$ cat config.mk
export PLATFORM = sky130hd
export DESIGN_NAME = dfpr_regs
export DESIGN_NICKNAME = d
export VERILOG_FILES = /design/src/hw/dfpr_regs.v
export VERILOG_INCLUDE_DIRS = /design/src /design/src/hw
export SDC_FILE = /design/constraint.sdc
export NUM_CORES = 1
export LEC_CHECK = 0
export BUFFER_PORTS_ARGS = -buffer_cell sky130_fd_sc_hd__buf_2
export CORE_MARGIN = 2
export CORE_UTILIZATION = 41
export DETAILED_ROUTE_END_ITERATION = 7
export HOLD_SLACK_MARGIN = 0.15
export SLEW_MARGIN = 20
export SYNTH_ARGS = -nofsm -noshare
export SYNTH_HDL_FRONTEND = slang
export SYNTH_SLANG_ARGS = --single-unit
$ cat constraint.sdc
create_clock -name clk -period 7.9 [get_ports clk]
set_clock_uncertainty 0.1 [all_clocks]
set_input_delay 0.79 -clock clk [delete_from_list [all_inputs] [get_ports clk]]
set_output_delay 0.79 -clock clk [all_outputs]
set_load 0.02 [all_outputs]
$ cat src/hw/dfpr_defines.vh
`ifndef DFPR_DEFINES_VH
`define DFPR_DEFINES_VH
// Contract
// - Low register bits 15:0 hold offset word bits 15:0, read and write.
// - High register bits 9:0 hold offset word bits 25:16, read and write.
// - Power-up clears all 26 offset word bits: nominal frequency.
// - Offset word is a signed two's-complement value.
// - Frequency changes only on a high-half write, using both halves then.
// - High register bit 10 is software output enable, reset 0, 1 enables.
// - Software enable applies only in software mode; else writes ignored.
// - High register bits 15:11 read zero and ignore writes.
// - Word 33554431 is full positive half range; values scale linearly.

// Register offsets
`define DFPR_ADDR_W         8
`define DFPR_OFF_LOW        8'h00
`define DFPR_OFF_HIGH       8'h01
`define DFPR_OFF_RANGE      8'h02

// Field layout
`define DFPR_DATA_W         16
`define DFPR_WORD_W         26
`define DFPR_LOW_W          16
`define DFPR_HIGH_MSB       9
`define DFPR_OE_BIT         10
`define DFPR_RANGE_W        4
`define DFPR_RANGE_MSB      3

// Reset values
`define DFPR_LOW_RST        16'h0000
`define DFPR_HIGH_RST       10'h000
`define DFPR_OE_RST         1'b0
`define DFPR_RANGE_RST      4'h9
`define DFPR_RD_RST         16'h0000

// Scaling: half range in hundredths of a ppm, full-scale word
`define DFPR_CPPM_W         19
`define DFPR_PROD_W         45
`define DFPR_FULL_SCALE     26'h1ffffff

// Synchroniser layout: bit 1 mode strap, bit 0 enable pin
`define DFPR_SYNC_N         2
`define DFPR_SYNC_MODE      1
`define DFPR_SYNC_PIN       0
`define DFPR_SYNC_RST       2'b00

// Read-back zero padding
`define DFPR_HIGH_PAD       5'h00
`define DFPR_RANGE_PAD      12'h000
`endif

$ cat src/hw/dfpr_regs.v
`include "dfpr_defines.vh"

module dfpr_regs #(
  parameter [`DFPR_RANGE_W-1:0] RANGE_DEFAULT = `DFPR_RANGE_RST
)(
  // Clock and reset
  input  wire                            clk,
  input  wire                            arst_n,
  // Register port from the serial slave
  input  wire                            wr_en,
  input  wire                            rd_en,
  input  wire [`DFPR_ADDR_W-1:0]         addr,
  input  wire [`DFPR_DATA_W-1:0]         wr_data,
  output reg  [`DFPR_DATA_W-1:0]         rd_data,
  // Output enable configuration and pin
  input  wire                            oe_sw_mode,
  input  wire                            oe_pin,
  // To the fractional divider
  output reg  signed [`DFPR_WORD_W-1:0]  freq_offset_word,
  output reg                             freq_update,
  output reg  [`DFPR_RANGE_W-1:0]        pull_range_code,
  output reg  [`DFPR_CPPM_W-1:0]         pull_half_range_cppm,
  output reg  signed [`DFPR_PROD_W-1:0]  freq_shift_product,
  output reg                             out_enable
);

  reg  [`DFPR_LOW_W-1:0]     freq_offset_low_half_reg;
  reg  [`DFPR_HIGH_MSB:0]    freq_offset_high_half_reg;
  reg                        oe_sw_reg;
  wire [`DFPR_SYNC_N-1:0]    async_in;
  wire [`DFPR_SYNC_N-1:0]    sync_out;
  reg  [`DFPR_CPPM_W-1:0]    cppm_next;
  reg  [`DFPR_DATA_W-1:0]    rd_next;
  wire                       wr_low;
  wire                       wr_high;
  wire                       wr_range;
  wire                       sw_mode;
  wire                       pin_level;

  assign wr_low   = wr_en && (addr == `DFPR_OFF_LOW);
  assign wr_high  = wr_en && (addr == `DFPR_OFF_HIGH);
  assign wr_range = wr_en && (addr == `DFPR_OFF_RANGE);
  assign async_in  = {oe_sw_mode, oe_pin};
  assign sw_mode   = sync_out[`DFPR_SYNC_MODE];
  assign pin_level = sync_out[`DFPR_SYNC_PIN];

  // Pin and strap cross in from outside; only the second stage is read
  genvar sync_idx;
  generate
    for (sync_idx = 0; sync_idx < `DFPR_SYNC_N; sync_idx = sync_idx + 1)
    begin : g_sync
      reg [1:0] sync_pair_reg;
      always @(posedge clk or negedge arst_n)
      begin
        if (!arst_n)
        begin
          sync_pair_reg <= `DFPR_SYNC_RST;
        end
        else
        begin
          sync_pair_reg <= {sync_pair_reg[0], async_in[sync_idx]};
        end
      end
      // First stage may be metastable, so logic sees only the second
      assign sync_out[sync_idx] = sync_pair_reg[1];
    end
  endgenerate

  // Low half is only staged; the divider never sees it on its own
  always @(posedge clk or negedge arst_n)
  begin
    if (!arst_n)
    begin
      freq_offset_low_half_reg <= `DFPR_LOW_RST;
    end
    else if (wr_low)
    begin
      freq_offset_low_half_reg <= wr_data;
    end
  end

  always @(posedge clk or negedge arst_n)
  begin
    if (!arst_n)
    begin
      freq_offset_high_half_reg <= `DFPR_HIGH_RST;
    end
    else if (wr_high)
    begin
      // Bits above the word are dropped here; only bit 10 reads back, through oe_sw_reg
      freq_offset_high_half_reg <= wr_data[`DFPR_HIGH_MSB:0];
    end
  end

  always @(posedge clk or negedge arst_n)
  begin
    if (!arst_n)
    begin
      oe_sw_reg <= `DFPR_OE_RST;
    end
    else if (wr_high && sw_mode)
    begin
      // In pin mode the stored bit is frozen, not cleared
      oe_sw_reg <= wr_data[`DFPR_OE_BIT];
    end
  end

  always @(posedge clk or negedge arst_n)
  begin
    if (!arst_n)
    begin
      pull_range_code <= RANGE_DEFAULT;
    end
    else if (wr_range)
    begin
      pull_range_code <= wr_data[`DFPR_RANGE_MSB:0];
    end
  end

  // Commit on high-half write only; a lone low write never reaches the divider
  always @(posedge clk or negedge arst_n)
  begin
    if (!arst_n)
    begin
      freq_offset_word <= {`DFPR_WORD_W{1'b0}};
    end
    else if (wr_high)
    begin
      freq_offset_word <= {wr_data[`DFPR_HIGH_MSB:0], freq_offset_low_half_reg};
    end
  end

  // One-cycle strobe aligned with the new word
  always @(posedge clk or negedge arst_n)
  begin
    if (!arst_n)
    begin
      freq_update <= 1'b0;
    end
    else
    begin
      freq_update <= wr_high;
    end
  end

  // Output enable selection
  always @(posedge clk or negedge arst_n)
  begin
    if (!arst_n)
    begin
      out_enable <= 1'b0;
    end
    else
    begin
      out_enable <= sw_mode ? oe_sw_reg : pin_level;
    end
  end

  // Half range lookup, hundredths of a ppm
  always @*
  begin
    case (pull_range_code)
      4'h0:    cppm_next = 19'h00271;
      4'h1:    cppm_next = 19'h003e8;
      4'h2:    cppm_next = 19'h004e2;
      4'h3:    cppm_next = 19'h009c4;
      4'h4:    cppm_next = 19'h01388;
      4'h5:    cppm_next = 19'h01f40;
      4'h6:    cppm_next = 19'h02710;
      4'h7:    cppm_next = 19'h030d4;
      4'h8:    cppm_next = 19'h03a98;
      4'h9:    cppm_next = 19'h04e20;
      4'ha:    cppm_next = 19'h09c40;
      4'hb:    cppm_next = 19'h0ea60;
      4'hc:    cppm_next = 19'h13880;
      4'hd:    cppm_next = 19'h1d4c0;
      4'he:    cppm_next = 19'h27100;
      default: cppm_next = 19'h4e200;
    endcase
  end

  // Signed product; dividing by the full-scale word gives the shift in hundredths
  // of a ppm. Division is left downstream to keep this path short.
  always @(posedge clk or negedge arst_n)
  begin
    if (!arst_n)
    begin
      pull_half_range_cppm <= {`DFPR_CPPM_W{1'b0}};
    end
    else
    begin
      pull_half_range_cppm <= cppm_next;
    end
  end

  // Product lags the range by two cycles after a range change
  always @(posedge clk or negedge arst_n)
  begin
    if (!arst_n)
    begin
      freq_shift_product <= {`DFPR_PROD_W{1'b0}};
    end
    else
    begin
      freq_shift_product <= freq_offset_word * $signed({1'b0, pull_half_range_cppm});
    end
  end

  // Read mux; unused bits and unmapped offsets read zero
  always @*
  begin
    rd_next = `DFPR_RD_RST;
    case (addr)
      `DFPR_OFF_LOW:   rd_next = freq_offset_low_half_reg;
      `DFPR_OFF_HIGH:  rd_next = {`DFPR_HIGH_PAD, oe_sw_reg, freq_offset_high_half_reg};
      `DFPR_OFF_RANGE: rd_next = {`DFPR_RANGE_PAD, pull_range_code};
      default:         rd_next = `DFPR_RD_RST;
    endcase
  end

  always @(posedge clk or negedge arst_n)
  begin
    if (!arst_n)
      rd_data <= `DFPR_RD_RST;
    else if (rd_en)
      rd_data <= rd_next;
  end

endmodule // dfpr_regs

==> results by group, run 1 <==
Outcome
  – Status: finished, final reports clean

Floorplanning
  – Row cnt: 86
  – Total die area: 58100 um^2
  – Die height: between 200 and 250 um
  – Die width: 241 um
  – Io pins: between 100 and 150
  – Initial Util: 41.7%
  – Core footprint: around 55000 um^2

Final layout
  – Largest register FFs: 45
  – Layout area overhead: 9.34%
  – Most frequent cells in the layout: inv_1, fa_1, and2_1
  – Largest registers: freq_shift_product x45, pull_half_range_cppm x19
  – Multi-input gate area: between 15000 and 20000 um^2
  – Antenna diodes: 0
  – Fillers: roughly 5300
  – Most flop-heavy register: freq_shift_product
  – Finished Layout Cells: 3200
  – Layout cells sized above 1: 12.6%
  – Most common cell after layout, fill and taps aside: inv_1
  – Final #Nets: 3089
  – Register area: 3330 um^2

Timing
  – Final Hold Fails: 0
  – Max Clock Freq: 0.132 GHz
  – Max Slew Vio Count: 0
  – Max-slew headroom: between 30 and 40%
  – Final period util: 95.7%
  – Setup TNS: 0 ns
  – Slew @ Worst Pin: about 0.95 ns
  – Min Hold Slack: 0.174 ns
  – RSZ-0062 raised after global routing: no
  – Fin crit period: roughly 7.6 ns
  – Setup violators final: 0
  – Worst setup margin: 0.341 ns

Worst setup path
  – Worst setup path class: flop to flop
  – Worst EP required: around 8 ns
  – Arrival @ worst endpoint: slightly below 8 ns
  – R2R cell count: 23
  – Crit. End Element: flop
  – Setup crit start kind: flop
  – Critical Path Fanout Max: 11

Synthesis
  – Synth Area per Inst: between 9 and 10 um^2
  – Ys async rst share: 100%
  – Yosys cell types: 65
  – Post-synth top flop: dfrtp_1
  – Synth warn: 0
  – Flop and latch count out of synthesis: approximately 130
  – Number of synthesized flops with an enable pin: 0
  – Post-Syn Nets: 2999
  – Synth area leader: fa_1
  – Yosys top cell area share: 43.0%
  – Cell count after synthesis: 2349
  – Most area-consuming cells after synthesis: fa_1, dfrtp_1, inv_1
  – Post-synthesis cell area: 23100 um^2
  – Sequential share of the synthesized area: 14.4%

Global routing
  – GRT Util Overall: 22.4%
  – Initial antenna violation count: 0
  – Grt ovf: 0
  – Vias in the first global route: 18143
  – First-pass GRT wire length: 98300 um
  – Largest net degree at the start of global routing: 82

Clock network
  – CTS root buffer: clkbuf_16
  – Later-pin clock latency in the skew report: 0.48 ns
  – H-tree levels: 4
  – TritonCTS clock tree: yes
  – Inserted Clock Buffers: 17
  – Clock sinks: 133
  – Clock tree buffer depth: 2
  – Worst-path clk slew: 0.07 ns

Route
  – Residual DRC: 0
  – Routed WL per cell: 18.8 um
  – Drt first pass iters: 5
  – Routed wire length: around 60000 um
  – Antenna viol nets, final: 0
  – Vias: 15985
  – Vias/cell: 5.00
  – DRT iter0 DRCs: between 700 and 800

Placement
  – IO Port Bufs: 141
  – RePlAce Congestion: 0.840
  – Worst slack, placed: between 0.2 and 0.25 ns
  – Post-DP HPWL: 49700 um
  – Cell count after placement: 3168

Pwr
  – Worst VDD drop: approximately 0.18 mV
  – P per Cell Area: 95.1 nW/um^2
  – Leakage power: 13.7 nW

Job
  – Max-Cap Viols: 0

Hold path
  – Worst Hold Class: input port to async pin
routing by layer:
metal  part of all wire (%)  global-route usage (%)  routed length, um
met4                    3.2                    7.82               1900
met1                     43                    28.4              25600
met5                      0                       0                  0
met2                     50                    39.3              30400
met3                    3.8                    2.95               2310
worst paths after layout:
| check | from | end | slack, ns |
|---|---|---|---|
| setup / recovery | freq_offset_word[5] | freq_shift_product[44] | 0.34 |
| hold / removal | arst_n | freq_shift_product[13] | 0.17 |
| setup reg to reg | freq_offset_word[5] | freq_shift_product[44] | 0.34 |
| hold reg to reg | g_sync[1].sync_pair_reg[0] | g_sync[1].sync_pair_reg[1] | 0.27 |
| max in group asynchronous | arst_n | pull_half_range_cppm[11] | 6.34 |
| min in group clk | g_sync[1].sync_pair_reg[0] | g_sync[1].sync_pair_reg[1] | 0.27 |
cell type report:
| class | count | area share (%) |
|---|---|---|
| Multi-Input combinational cell | 1536 | 68.1 |
| Sequential cell | 133 | 13.2 |
| Inverter | 564 | 8.40 |
| Timing Repair Buffer | 187 | 4.21 |
| Tap cell | 748 | 3.71 |
| Clock buffer | 18 | 1.74 |
| Clock inverter | 14 | 0.630 |
critical path, cell delays in order (launching register included):
cell and delay, ns:
dfrtp_1 0.81, buf_4 0.28, nand2_1 0.08, fa_1 0.50
inv_1 0.05, fa_1 0.49, inv_1 0.05, fa_1 0.52
inv_1 0.05, fa_1 0.48, fa_1 0.43, fa_1 0.53
inv_1 0.05, fa_1 0.47, inv_1 0.04, ha_1 0.35
o21ai_0 0.12, a21oi_1 0.49, nand3_1 0.27, o21ai_2 0.35
a31oi_2 0.25, o221ai_2 0.33, o221ai_2 0.16, xnor2_1 0.14
metrics by stage:
step | total power [mW] | utilization [%] | instance area, um^2
after floorplan | 1.30 | - | 23100
after global placement | 1.58 | 44.5 | 24600
after detailed placement | 1.59 | 44.5 | 24600
after CTS | 2.43 | 45.6 | 25200
after global routing | 2.55 | 45.6 | 25200
final | 2.40 | 45.6 | 25200
synth_stat cells (all sizes together) (11+ instances only):
| library cell | number |
|---|---|
| xnor2 | 37 |
| nor2b | 12 |
| dfrtp | 131 |
| fa | 495 |
| a21oi | 50 |
| a21o | 19 |
| o21ai | 39 |
| nand2 | 232 |
| mux2 | 61 |
| xor2 | 11 |
| nor2 | 30 |
| o21bai | 12 |
| nand3 | 25 |
| inv | 564 |
| and2 | 296 |
| clkbuf | 107 |
| ha | 125 |
cell families after synthesis:
group,synth area share (%)
fa+ha+maj,49.8
flops,14.4
simple gates,14.1
mux,3.15
xor+xnor,1.82
buf+inv,11.1
compound gates,5.57
where the power goes:
| group | total, mW | leakage [nW] | internal, mW | switching (mW) |
|---|---|---|---|---|
| combinational | 0.732 | 11.6 | 0.270 | 0.462 |
| sequential | 0.831 | 1.78 | 0.743 | 0.0884 |
| clock | 0.833 | 0.292 | 0.456 | 0.377 |
repair_timing:
action                                  CTS  global route
endpoints found under the setup margin    0             4
hold buffers                              0             0
buffers inserted                          0             0
endpoints found under the hold margin     0             0
resized for setup                         0             2
Note: power is estimated with default switching activity, not from simulation.
==> run 2: changes to the inputs <==
ABC_AREA = 1   (was not set)
==> results by group, run 2 <==
Outcome
  – Status: finished, final reports clean

Hold path
  – Worst Hold Class: input port to async pin

Final layout
  – Final Instance Area: 26800 um^2
  – End-of-flow core utilization: 45.2%
  – Largest register FFs: 45
  – Finished Layout Cells: 4063
  – Layout area overhead: 8.80%
  – Antenna diodes: 0
  – Most frequent cells in the layout: inv_1, nand2_1, fa_1
  – Largest registers: freq_shift_product x45, pull_half_range_cppm x19
  – Layout cells sized above 1: 8.63%
  – Most flop-heavy register: freq_shift_product
  – Most common cell after layout, fill and taps aside: inv_1
  – Final #Nets: 3927

Placement
  – RePlAce Congestion: 0.918
  – IO Port Bufs: about 140
  – Worst slack, placed: 1.06 ns
  – Cell count after placement: 4031
  – Post-DP HPWL: 55900 um
  – Post-DP Area: approximately 26000 um^2

Floorplanning
  – Die height: 249 um
  – Row cnt: 89
  – Initial Util: 41.6%
  – Core footprint: slightly below 60000 um^2
  – Io pins: 142
  – Die width: roughly 250 um
  – Total die area: 62000 um^2

Job
  – Max-Cap Viols: 0

Clock network
  – Clock tree buffer depth: 2
  – Worst-path clk slew: 0.08 ns
  – Hold buffers post-CTS: 0
  – Cts repair resizes: 0
  – Inserted Clock Buffers: 17
  – Later-pin clock latency in the skew report: between 0.4 and 0.5 ns
  – TritonCTS clock tree: yes
  – H-tree levels: 4
  – Total setup buffers inserted after CTS: 0
  – Clock sinks: 133
  – CTS root buffer: clkbuf_16

Pwr
  – P per Cell Area: between 90 and 100 nW/um^2
  – Tot Pwr: 2.61 mW
  – Worst VDD drop: 0.170 mV
  – Leakage power: 17.3 nW

Synthesis
  – Flop and latch count out of synthesis: 133
  – Largest family of logic cells by synthesized area: adder cells
  – Post-synthesis mux area share: 0.0457%
  – Synth area leader: fa_1
  – Synth warn: 0
  – Ys async rst share: 100%
  – Yosys top cell area share: 40.3%
  – Cell count after synthesis: between 3000 and 4000
  – Post-Synth XOR/XNOR Area: 0.961%
  – Number of synthesized flops with an enable pin: 0
  – Synth Area in Simple Gates: between 10% and 20%
  – Sequential share of the synthesized area: 13.5%
  – Most area-consuming cells after synthesis: fa_1, inv_1, nand2_1
  – Compound-gate portion of the synthesized area: between 2 and 3%
  – Post-synth top flop: dfrtp_1
  – Post-Syn Nets: 3836
  – Top-count cell post-synth: inv_1
  – Yosys cell types: 38
  – Synthesized-area fraction occupied by adder cells: about 47%
  – Post-synthesis cell area: ~25000 um^2
  – Most frequent cells after synthesis: inv_1, nand2_1, fa_1, dfrtp_1, ha_1
  – Synth Area per Inst: 7.73 um^2

Timing
  – Setup violators final: 0
  – Max-slew headroom: between 20% and 30%
  – Slew @ Worst Pin: roughly 1.2 ns
  – Final period util: 87.7%
  – RSZ-0062 raised after global routing: no
  – Min Hold Slack: 0.230 ns
  – Worst setup margin: 0.968 ns
  – Final Hold Fails: 0
  – Max Slew Vio Count: 0
  – Fin crit period: 6.93 ns
  – Setup TNS: 0 ns
  – Max Clock Freq: around 0.14 GHz

Route
  – Routed WL per cell: 17.1 um
  – Drt first pass iters: 6
  – Residual DRC: 0
  – Vias: between 15000 and 20000
  – DRT iter0 DRCs: 1388
  – Routed wire length: 69500 um
  – Vias/cell: between 4 and 5
  – Antenna viol nets, final: 0

Worst setup path
  – CP most frequent cell: fa_1
  – Worst EP required: between 8 and 9 ns
  – Worst r2r src: freq_offset_high_half_reg[9]
  – Setup crit start kind: flop
  – RR Endpoint: freq_shift_product[35]
  – Worst setup path start: freq_offset_high_half_reg[9]
  – Worst setup path class: flop to flop
  – Stages on the worst setup path: 19
  – Arrival @ worst endpoint: 7.18 ns
  – Flop-to-flop setup slack: ~0.97 ns
  – CP max stage cell: fa_1
  – Critical Path Fanout Max: 12
  – Worst Setup EP: freq_shift_product[35]
  – Crit. End Element: flop
  – Worst path top cell family by delay: adder cells
  – Critical Path Max Stage Delay: 0.73 ns
  – Worst Path Buf+Inv: 3
  – Crit-path cells: nand2_1 > fa_1 > fa_1 > fa_1 > inv_1 > fa_1 > fa_1 > fa_1 > inv_1 > fa_1 > inv_1 > ha_1 > nand2_1 > nor2_1 > nand2_1 > nor2_1 > nand3_1 > nand4_1 > nand2_1
  – R2R cell count: 19

Global routing
  – Initial antenna violation count: 0
  – Grt ovf: 0
  – Vias in the first global route: 20632
  – GRT Util Overall: 23.8%
  – Largest net degree at the start of global routing: 76
  – First-pass GRT wire length: 114000 um
run 2: changes by cell type in the layout (fill, tap and decap cells not counted), sizes merged, moves of 26 or more:
cell   before   now
and2      296     0
xnor2      37     9
nand3      25    66
inv       573  1016
o21ai      39    65
mux2       61     1
nand2     232   953
nor2       30   106
run 2: cell families (layout without fill, tap and decap cells):
group	Yosys count	in the layout
xor+xnor	27	27
mux	1	1
simple gates	1146	1146
fa+ha+maj	620	620
buf+inv	1132	1236
compound gates	127	127
flops	133	133
run 2: power by group:
| part | total (mW) | leakage, nW | internal, mW | switching (mW) |
|---|---|---|---|---|
| Combinational | 0.962 | 15.2 | 0.323 | 0.639 |
| Clock | 0.803 | 0.275 | 0.424 | 0.379 |
| Sequential | 0.843 | 1.76 | 0.756 | 0.0874 |
run 2: per-layer routing:
layer | track usage (%) | routed length [um] | up-vias
met3 | 2.70 | 3810 | 109
met5 | 0 | 0 | -
met4 | 6.71 | 1720 | 0
li1 | - | - | 9023
met2 | 42.6 | 35100 | 551
met1 | 30.3 | 28900 | 9393
run 2: worst min path at each step:
stage | end
after floorplan | g_sync[0].sync_pair_reg[1]
after global routing | g_sync[1].sync_pair_reg[1]
after global placement | g_sync[1].sync_pair_reg[1]
after CTS | out_enable
final | out_enable
after detailed placement | g_sync[1].sync_pair_reg[1]
run 2: area by class of cell:
cell class,count,area [um^2]
Inverter,1007,3780
Fill cell,6065,32500
Multi-Input combinational cell,1921,17000
Sequential cell,133,3330
Clock inverter,14,133
Clock buffer,18,439
Tap cell,773,967
Timing Repair Buffer,197,1130
==> run 3: changes to the inputs <==
RECOVER_POWER = 100   (was not set)
==> results by group, run 3 (synthesized netlist as in run 2, its figures left out) <==
Clock network
  – Worst-path clk slew: 0.08 ns
  – Later-pin clock latency in the skew report: 0.47 ns
  – Total setup buffers inserted after CTS: 0
  – Inserted Clock Buffers: 17
  – CTS root buffer: clkbuf_16
  – TritonCTS clock tree: yes
  – Cts repair resizes: 0
  – Hold buffers post-CTS: 0
  – H-tree levels: 4
  – Clock sinks: 133
  – Clock tree buffer depth: 2

Route
  – Residual DRC: 0
  – Antenna viol nets, final: 0
  – Vias: 19099
  – Vias/cell: 4.70
  – Routed WL per cell: 17.1 um
  – Drt first pass iters: 6
  – DRT iter0 DRCs: approximately 1500
  – Routed wire length: 69700 um

Timing
  – Final period util: 91.2%
  – Max Slew Vio Count: 269
  – Max Clock Freq: 0.139 GHz
  – RSZ-0062 raised after global routing: no
  – Setup TNS: 0 ns
  – Slew @ Worst Pin: 3.97 ns
  – Fin crit period: 7.20 ns
  – Min Hold Slack: 0.254 ns
  – Setup violators final: 0
  – Final Hold Fails: 0
  – Max-slew headroom: -165%

Pwr
  – P per Cell Area: about 98 nW/um^2
  – Internal cell power: about 1.5 mW
  – Flop pwr share: about a third
  – Sw power: 1.11 mW
  – Clock group share of total power: 31.1%
  – Leakage power: 16.8 nW
  – Worst VDD drop: 0.170 mV
  – Tot Pwr: 2.59 mW
  – Power share of the combinational group: 36.3%
  – Switching share of power: 42.9%

Global routing
  – Grt ovf: 0
  – Vias in the first global route: 20632
  – First-pass GRT wire length: 114000 um
  – GRT Util Overall: 23.8%
  – Initial antenna violation count: 0
  – Largest net degree at the start of global routing: 76

Final layout
  – Layout area overhead: 7.63%
  – Fillers: 6145
  – Most common cell after layout, fill and taps aside: inv_1
  – Most flop-heavy register: freq_shift_product
  – Most frequent cells in the layout: inv_1, nand2_1, fa_1
  – Register area: 3330 um^2
  – Multi-input gate area: roughly 17000 um^2
  – Final #Nets: 3927
  – Final Instance Area: 26500 um^2
  – Largest register FFs: 45
  – Antenna diodes: 0
  – Layout cells sized above 1: 4.44%
  – Largest registers: freq_shift_product x45, pull_half_range_cppm x19

Outcome
  – Status: complete, but fails checks
  – Failing checks: capacitance limit, slew limit

Worst setup path
  – Worst EP required: 8.14 ns
  – Critical Path Fanout Max: 18
  – Arrival @ worst endpoint: 7.44 ns
  – Setup crit start kind: flop
  – Crit. End Element: flop
  – Worst setup path class: flop to flop

Floorplanning
  – Total die area: 62000 um^2
  – Die width: 249 um
  – Die height: 249 um
  – Io pins: 142
  – Row cnt: 89
  – Initial Util: 41.6%
  – Core footprint: 59200 um^2

Placement
  – IO Port Bufs: between 100 and 150
  – RePlAce Congestion: between 0.9 and 1
  – Post-DP HPWL: 55900 um
  – Post-DP Area: about 26000 um^2

Hold path
  – Worst Hold Class: flop to flop

Job
  – Max-Cap Viols: 6
## run 3: layout make-up
class / instances / area share [%]
Timing Repair Buffer: 197 / 3.58
Clock inverter: 14 / 0.501
Multi-Input combinational cell: 1921 / 63.8
Sequential cell: 133 / 12.6
Tap cell: 773 / 3.65
Inverter: 1007 / 14.3
Clock buffer: 18 / 1.66
## run 3: power groups by stage
stage | registers [mW] | clock network, mW | logic [mW]
finish | 0.846 | 0.805 | 0.939
global route | 0.853 | 0.846 | 1.05
CTS | 0.847 | 0.824 | 0.977
detailed placement | 0.860 | 0 | 0.973
global placement | 0.861 | 0 | 0.966
floorplan | 0.887 | 0 | 0.562
## run 3: layer usage
layer  vias to the layer above  global-route usage (%)  part of all wire [%]
li1                       9013                       -                     -
met1                      9428                    30.3                    42
met2                       550                    42.6                    50
met3                       108                    2.70                   5.3
met4                         0                    6.71                   2.5
met5                         -                       0                     0
## run 3: worst paths after layout
path                       slack (ns)                       start                    endpoint  cells after the start
min                              0.25  g_sync[1].sync_pair_reg[0]  g_sync[1].sync_pair_reg[1]                      0
max                              0.70     pull_half_range_cppm[4]      freq_shift_product[24]                     23
max reg2reg                      0.70     pull_half_range_cppm[4]      freq_shift_product[24]                     23
min in group asynchronous        1.59                      arst_n                  out_enable                      1
max in group asynchronous        2.79                      arst_n       freq_shift_product[1]                      2
min reg2reg                      0.25  g_sync[1].sync_pair_reg[0]  g_sync[1].sync_pair_reg[1]                      0
## run 3: critical path, cell delays in order (launching register included)
cell and delay, ns:
dfrtp_1 0.64, clkbuf_1 0.87, nand2_1 0.11, inv_1 0.11, fa_1 0.43, fa_1 0.51
inv_1 0.05, fa_1 0.48, inv_1 0.05, fa_1 0.48, fa_1 0.52, fa_1 0.52
inv_1 0.05, fa_1 0.52, inv_1 0.05, ha_1 0.33, nand2_1 0.09, nand2_1 0.11
a21oi_1 0.23, nor2_1 0.07, nor2_1 0.14, nand2_1 0.09, a21oi_1 0.27, xnor2_1 0.24
## run 3: stage by stage
step,cells,setup slack (ns),util [%]
5_1_grt,4063,0.306,44.7
6_report,4063,0.698,44.7
3_5_place_dp,4031,1.06,44.2
2_1_floorplan,3186,1.47,-
4_1_cts,4063,1.01,45.2
3_3_place_gp,4031,1.06,44.2
